==> config.mk <==
export PLATFORM = sky130hd
export DESIGN_NAME = aehl_bank
export DESIGN_NICKNAME = d
export VERILOG_FILES = /design/src/aehl_pkg.sv /design/src/aehl_first_bit.sv /design/src/aehl_bank.sv
export SDC_FILE = /design/constraint.sdc
export NUM_CORES = 1
export LEC_CHECK = 0
export CAP_MARGIN = 20
export CORE_MARGIN = 5
export CORE_UTILIZATION = 57
export CTS_CLUSTER_DIAMETER = 100
export DETAILED_ROUTE_END_ITERATION = 8
export DONT_BUFFER_PORTS = 1
export HOLD_SLACK_MARGIN = 0.03
export PLACE_DENSITY = 0.75
export SLEW_MARGIN = 20
export SYNTH_ARGS = -nofsm -noshare
export SYNTH_HDL_FRONTEND = slang
export SYNTH_SLANG_ARGS = --single-unit
==> constraint.sdc <==
create_clock -name mclk_i -period 1.6 [get_ports mclk_i]
set_input_delay 0.24 -clock mclk_i [delete_from_list [all_inputs] [get_ports mclk_i]]
set_output_delay 0.24 -clock mclk_i [all_outputs]
set_load 0.005 [all_outputs]
==> src/aehl_pkg.sv <==
// Purpose: constants for the error header log and secondary status bank
// Assumes: 32-bit avalon-mm word addressing by byte address
// Notes: offsets are byte addresses
package aehl_pkg;
  localparam logic [11:0] HL_WORD0_OFS = 12'h11c;
  localparam logic [11:0] HL_WORD1_OFS = 12'h120;
  localparam logic [11:0] HL_WORD2_OFS = 12'h124;
  localparam logic [11:0] HL_WORD3_OFS = 12'h128;
  localparam logic [11:0] SEC_STAT_OFS = 12'h12c;
  localparam logic [11:0] SEC_PTR_OFS = 12'h138;
  // status bit positions
  localparam int BIT_IB_FAULT = 13;
  localparam int BIT_SERR = 12;
  localparam int BIT_PERR = 11;
  localparam int BIT_DISCARD = 10;
  localparam int BIT_ADDR = 9;
  localparam int BIT_ATTR = 8;
  localparam int BIT_DATA = 7;
  localparam int BIT_RMA = 3;
  localparam int BIT_RTA = 2;
  // bits that hardware can ever set: 12,11,10,9,8,7,3,2
  localparam logic [13:0] STAT_LIVE_MASK = 14'h1f8c;
  // bits whose error carries a header log: 11,9,8,7,3,2
  localparam logic [13:0] STAT_HDR_MASK = 14'h0b8c;
  localparam logic [31:0] HL_RESET = 32'h00000000;
  localparam logic [13:0] STAT_RESET = 14'h0000;
  localparam logic [4:0] PTR_RESET = 5'h00;
  localparam logic [31:0] UNMAPPED_DATA = 32'h00000000;
endpackage : aehl_pkg

==> src/aehl_first_bit.sv <==
// Purpose: finds lowest set bit index of an error event vector
// Assumes: purely combinational
// Notes: used for the first error pointer
`timescale 1ns/1ps
`default_nettype none
module aehl_first_bit #(
  parameter int WIDTH = 14
) (
  input wire logic [WIDTH-1:0] vec_i, // event bits
  output logic any_o, // some bit set
  output logic [4:0] idx_o // lowest set position
);
  initial begin
    if (WIDTH > 32) $error("aehl_first_bit: WIDTH above 32");
  end
  // scan from the top so the lowest set bit wins
  always_comb begin
    any_o = 1'b0;
    idx_o = 5'h00;
    for (int i = WIDTH - 1; i >= 0; i--) begin
      if (vec_i[i]) begin
        any_o = 1'b1;
        idx_o = i[4:0];
      end
    end
  end
endmodule : aehl_first_bit
`default_nettype wire

==> src/aehl_bank.sv <==
// Purpose: sticky header log and secondary uncorrectable status registers
// Assumes: avalon-mm slave, synchronous resets, event inputs are one-cycle pulses
// Notes: sticky state cleared only by power-on reset; reset_i clears bus state
//
// Overview of operation
// register at 0x11c reads header bits 127 to 96, resets to zero.
// register at 0x120 reads header bits 95 to 64, resets to zero.
// register at 0x124 reads header bits 63 to 32, resets to zero.
// register at 0x128 reads header bits 31 to 0, resets to zero.
// the whole packet header of the logged error fills all four words.
// status bit 13 internal bridge fault always reads zero.
// bit 12 set on system error seen, no header captured.
// bit 10 set on discard timer expiry, no header captured.
// bit 9 set on address fault, write one clears.
// bit 8 set on attribute fault, write one clears.
// bit 7 set on data fault, write one clears.
// split completion bits 6, 5, 1, 0 never set, read zero.
// bits 11, 3, 2 record parity error and received aborts, sticky, w1c.
// pointer at 0x138 bits 4:0 gives position of first recorded error.
// write one clears, zero keeps; reserved bits read zero, ignore writes.
// sticky bits survive every reset except power-on reset.
//
// Decided for this implementation: the Avalon-MM interface to the registers.
`timescale 1ns/1ps
`default_nettype none
module aehl_bank
  import aehl_pkg::*;
(
  input wire logic mclk_i, // 10 mhz core clock
  input wire logic reset_i, // non-sticky reset, active high
  input wire logic por_i, // power-on reset, active high
  // avalon-mm slave
  input wire logic [11:0] address_i, // byte address
  input wire logic read_i, // read request
  input wire logic write_i, // write request
  input wire logic [31:0] writedata_i, // write data
  input wire logic [3:0] byteenable_i, // byte lanes
  output logic [31:0] readdata_o, // read data
  output logic waitrequest_o, // stall
  // error events from the bridge
  input wire logic system_error_seen_i, // serr seen
  input wire logic parity_error_seen_i, // perr seen
  input wire logic discard_timer_expired_i, // delayed txn discarded
  input wire logic address_fault_i, // address error
  input wire logic attribute_fault_i, // attribute error
  input wire logic data_fault_i, // data error
  input wire logic received_master_abort_i, // master abort
  input wire logic received_target_abort_i, // target abort
  input wire logic [127:0] err_header_i, // header of failing packet
  // state views
  output logic [13:0] sec_status_o, // status register
  output logic status_any_o // any status bit set
);
  import aehl_pkg::*;

  logic [127:0] hdr_log_r;
  logic [13:0] stat_r;
  logic [13:0] stat_nxt;
  logic [4:0] first_ptr_r;
  logic hdr_valid_r;
  logic ack_r;
  logic [13:0] evt;
  logic [13:0] hdr_evt;
  logic [13:0] w1c;
  logic evt_any;
  logic [4:0] evt_idx;
  logic hdr_any;
  logic [31:0] rd_mux;

  // gather event pulses into status bit positions
  always_comb begin
    evt = 14'h0000;
    evt[BIT_SERR] = system_error_seen_i;
    evt[BIT_PERR] = parity_error_seen_i;
    evt[BIT_DISCARD] = discard_timer_expired_i;
    evt[BIT_ADDR] = address_fault_i;
    evt[BIT_ATTR] = attribute_fault_i;
    evt[BIT_DATA] = data_fault_i;
    evt[BIT_RMA] = received_master_abort_i;
    evt[BIT_RTA] = received_target_abort_i;
    evt = evt & STAT_LIVE_MASK;
  end

  assign hdr_evt = evt & STAT_HDR_MASK;
  assign hdr_any = |hdr_evt;

  aehl_first_bit #(
    .WIDTH(14)
  ) u_first (
    .vec_i(evt),
    .any_o(evt_any),
    .idx_o(evt_idx)
  );

  // one-cycle acknowledge; write takes effect on the ack edge
  assign waitrequest_o = (read_i | write_i) & ~ack_r;

  always_ff @(posedge mclk_i) begin
    if (reset_i) begin
      ack_r <= 1'b0;
    end else begin
      ack_r <= (read_i | write_i) & ~ack_r;
    end
  end

  // write-one-to-clear only in the ack cycle, lanes honoured
  always_comb begin
    w1c = 14'h0000;
    if (write_i && ack_r && address_i == SEC_STAT_OFS) begin
      w1c[7:0] = byteenable_i[0] ? writedata_i[7:0] : 8'h00;
      w1c[13:8] = byteenable_i[1] ? writedata_i[13:8] : 6'h00;
    end
  end

  // set wins over clear so a racing event is never lost
  assign stat_nxt = ((stat_r & ~w1c) | evt) & STAT_LIVE_MASK;

  // sticky status, untouched by reset_i
  always_ff @(posedge mclk_i) begin
    if (por_i) begin
      stat_r <= STAT_RESET;
    end else begin
      stat_r <= stat_nxt;
    end
  end

  // header log captured once per first logged error; re-armed when
  // all header-logging status bits are cleared, so a later error
  // cannot overwrite the packet software has not read yet
  always_ff @(posedge mclk_i) begin
    if (por_i) begin
      hdr_log_r <= {HL_RESET, HL_RESET, HL_RESET, HL_RESET};
      hdr_valid_r <= 1'b0;
    end else if (hdr_any && !hdr_valid_r) begin
      hdr_log_r <= err_header_i;
      hdr_valid_r <= 1'b1;
    end else if ((stat_nxt & STAT_HDR_MASK) == 14'h0000) begin
      hdr_valid_r <= 1'b0;
    end
  end

  // first error pointer, held until every status bit clears
  always_ff @(posedge mclk_i) begin
    if (por_i) begin
      first_ptr_r <= PTR_RESET;
    end else if (evt_any && stat_r == 14'h0000) begin
      first_ptr_r <= evt_idx;
    end
  end

  // read mux; unmapped addresses return zero
  always_comb begin
    unique case (address_i)
      HL_WORD0_OFS: rd_mux = hdr_log_r[127:96];
      HL_WORD1_OFS: rd_mux = hdr_log_r[95:64];
      HL_WORD2_OFS: rd_mux = hdr_log_r[63:32];
      HL_WORD3_OFS: rd_mux = hdr_log_r[31:0];
      SEC_STAT_OFS: rd_mux = {18'h00000, stat_r};
      SEC_PTR_OFS: rd_mux = {27'h0000000, first_ptr_r};
      default: rd_mux = UNMAPPED_DATA;
    endcase
  end

  // read data registered, valid in the ack cycle
  always_ff @(posedge mclk_i) begin
    if (reset_i) begin
      readdata_o <= 32'h00000000;
    end else if (read_i && !ack_r) begin
      readdata_o <= rd_mux;
    end
  end

  assign sec_status_o = stat_r;
  assign status_any_o = |stat_r;
endmodule : aehl_bank
`default_nettype wire

==> impl_metrics.py <==
metrics = {
    "global_routing": {
        "grt_pass1_wl_microns": 30900,
        "grt_pass1_vias": 6192,
        "use_met1_pct": 32.3,
        "grt-busiest-layer": "met2",
        "grt_max_degree": 141,
        "grt_util_met2_pct": 42.8,
        "grt_use_met3_pct": 8.46,
        "antenna_found_initial": 0,
        "gr-usage-all-layers_pct": 26.1,
        "grt_overflow": 0,
    },
    "detailed_routing": {
        "vias_per_cell": 6.04,
        "num_vias": 6383,
        "drc": 0,
        "wire_per_inst_microns": 19.1,
        "drt_iter0_drc": 625,
        "wirelength_microns": 20200,
        "drt_pass1_iterations": 6,
        "ant_nets": 0,
    },
    "synth": {
        "synth_edf_count": 0,
        "synth_top_area_cell": "dfxtp_1",
        "yosysWarnings": 0,
        "ys.flop_type": "dfxtp_1",
        "syn_area_sq_mm": 0.00730,
        "netlist_instances": 892,
        "synth_area_leaders": "dfxtp_1, nand2_1, a21oi_1",
        "ys_types": 46,
        "netlist.area_leader.share_pct": 47.7,
        "synth-async-reset-ratio_pct": 0,
        "yosysSeqAreaShare_pct": 47.7,
        "ys_ff_latch": 174,
        "syn_area_per_cell_sq_um": 8.19,
    },
    "setup_path": {
        "r2r_end": "readdata_o[16]$_SDFFE_PP0P_",
        "crit_path_max_fanout": 3,
        "timing.rr.start": "ack_r$_SDFF_PP0_",
        "start_kind": "flip-flop",
        "crit_chain": "nor4_4 > nand2_1 > buf_6",
        "path_class": "flip-flop to primary output",
        "cp_data_arrival_time_ns": 1.32,
        "critical_path_buf_inv_count": 1,
        "critical_path_required_ns": 1.36,
        "slowest_delay_ns": 0.34,
        "reg2regPathDepth": 6,
        "r2r_slack_ns": 0.07,
        "end_kind": "primary output",
        "critPathTopFamily": "simple AND/OR/NAND/NOR gates",
        "cp_slowest_cell": "dfxtp_2",
    },
    "hold_path": {
        "hold_depth": 1,
        "worstHoldStart": "por_i",
        "min_path_type": "input port to flip-flop",
        "min_to": "sec_status_o[3]$_SDFF_PP0_",
    },
    "power": {
        "combPwrFrac_pct": 7.1,
        "seqPwrFrac_pct": 48.1,
        "p_switching_w": 0.00217,
        "vdd_ir_drop_max_mv": 0.666,
        "leakagePower_nw": 2.99,
        "power_density_mw_per_mm2": 1180,
        "internal_power_w": 0.00753,
        "clockPowerShare_pct": 44.8,
        "netSwitchingFraction_pct": 22.3,
    },
    "placement": {
        "dp_hpwl_microns": 13600,
        "postPlaceCellArea_sq_mm": 0.00749,
        "portBuffers": 0,
        "dp.cells": 1022,
        "place_congestion": 0.947,
    },
    "floorplan": {
        "die_area_sq_mm": 0.0152,
        "io_pins": 237,
        "die_w_microns": 123,
        "rows": 41,
        "core-area_sq_mm": 0.0126,
        "die_y_microns": 123,
        "initial_core_util_pct": 58.1,
    },
    "cts": {
        "clkSinkCount": 174,
        "clk_pin_slew_ns": 0.06,
        "postCtsSetupRepairBufs": 0,
        "clk_latency_ns": 0.43,
        "cts-root-buf": "clkbuf_16",
        "numCtsBuffers": 17,
        "cts_buffer_depth": 2,
        "htreeDepth": 4,
        "cts_tree": "done",
    },
    "timing": {
        "timing.final.crit_period_ns": 1.56,
        "worstMarginPinSlew_ns": 0.652,
        "setup_viol": 0,
        "rsz0062_at_grt": "yes",
        "skew_ns": 0.00696,
        "hold_viol": 133,
        "period_share_pct": 97.7,
        "drv_slew": 0,
        "slew_headroom_pct": 56.4,
        "holdWs_ns": -0.104,
        "max_clock_freq_mhz": 640,
    },
    "job": {
        "max-cap-violations": 0,
    },
    "layout": {
        "finalNetCount": 1062,
        "diodes": 0,
        "area.growth.synth_to_final_pct": 12.9,
        "fillCellCount": 1045,
        "drive_above_1_share_pct": 12.9,
        "finalInstanceArea_sq_mm": 0.00824,
        "instances_no_fill": 1057,
    },
    "run_status": {
        "status": "complete, but fails checks",
        "violations": "hold timing",
    },
}
[logic make-up (layout without fill, tap and decap cells)]
logic type	after synthesis	after routing	synth area share, %
other	1	6	0.0513
and+or+nand+nor	352	352	20.3
DFF	174	174	47.7
buffers and inverters	84	72	5.67
muxes	34	34	6.10
AOI/OAI and AO/OA	247	247	20.2
[metal layers]
layer / vias up / wire length, microns
met5: - / 0
met4: 0 / 421
met3: 43 / 1880
met2: 282 / 9780
met1: 3024 / 8080
li1: 3034 / -
[worst max path at each step]
stage,from,to,slack [ns],depth (start not counted)
6_report,sec_status_o[11]$_SDFF_PP0_,status_any_o,0.04,3
5_1_grt,ack_r$_SDFF_PP0_,readdata_o[25]$_SDFFE_PP0P_,-0.03,4
4_1_cts,sec_status_o[10]$_SDFF_PP0_,status_any_o,0.01,3
3_5_place_dp,address_i[7],readdata_o[20]$_SDFFE_PP0P_,-0.20,7
3_3_place_gp,address_i[7],readdata_o[18]$_SDFFE_PP0P_,-0.07,7
2_1_floorplan,address_i[3],readdata_o[6]$_SDFFE_PP0P_,0.06,5
[state kept, by name, summed over array words and instances, names as in the netlist]
name	flops
first_ptr_r	4
sec_status_o	8
readdata_o	32
hdr_valid_r	1
ack_r	1
hdr_log_r	128
[placed cells by master, fill, tap and decap left out, types with 3 or more instances in the layout]
master     Yosys  layout
o21ai_0        8       8
nor2b_1        4       3
mux4_2         6       6
clkbuf_16      0      18
mux2i_1        4       4
nand3_1        4       4
nor2_1        17      17
buf_4          8      18
nand2_1      292     291
a211oi_2       2       7
a21oi_1      165     165
a22oi_1       10      10
a222oi_1      22      22
inv_1          9       9
o21ai_1        8       8
a211oi_1      22      17
mux2_2        24      24
dfxtp_1      174     173
bufinv_16      0       4
conb_1         1       6
nand4_1        6       6
nor3_1         6       6
buf_12         0      10
[cells in the mapped netlist, types with 9 or more instances]
library cell	count
clkbuf_1	26
a21oi_1	165
inv_1	9
dfxtp_1	174
buf_2	37
a22oi_1	10
mux2_2	24
nand2_1	292
nor2_1	17
a222oi_1	22
a211oi_1	22
[power by group through the flow]
stage          Sequential [W]  Combinational [W]  Clock, W
5_1_grt               0.00468           0.000772   0.00457
6_report              0.00466           0.000693   0.00434
2_1_floorplan         0.00472           0.000572         0
3_5_place_dp          0.00475           0.000659         0
3_3_place_gp          0.00474           0.000628         0
4_1_cts               0.00466           0.000683   0.00438
[final cells by class]
class,count,area [sq um],share of cell area (%)
Tap cell,172,215,2.61
Clock inverter,10,163,1.97
Clock buffer,21,460,5.59
Multi-Input combinational cell,639,3500,42.4
Inverter,9,33.8,0.410
Sequential cell,174,3480,42.3
Timing Repair Buffer,32,392,4.75
[what timing repair did]
| item | CTS | global route |
|---|---|---|
| endpoints found under the setup margin | 1 | 11 |
| resized for setup | 1 | 12 |
| gates cloned | 0 | 1 |
| pin swaps | 0 | 2 |
| hold buffers | 2 | 1 |
| hold endpoints to repair | 166 | 140 |
[worst reg2reg max path: stages, from the launching register on]
cell and delay, ns:
dfxtp_1 0.36, nor2b_2 0.15, nand4_1 0.15, a21oi_4 0.28
clkbuf_16 0.23, a21oi_1 0.05, a211oi_1 0.23
[per-stage QoR]
stage	util, %	setup slack (ns)	power (W)	setup TNS, ns
final	65.6	0.0368	0.00970	0
after global routing	65.6	-0.0269	0.0100	-0.0331
after CTS	64.9	0.0135	0.00971	0
after detailed placement	59.6	-0.198	0.00541	-4.19
after global placement	59.6	-0.0707	0.00536	-1.31
after floorplan	-	0.0557	0.00529	0
No activity file was read; power rests on OpenSTA's default activity.
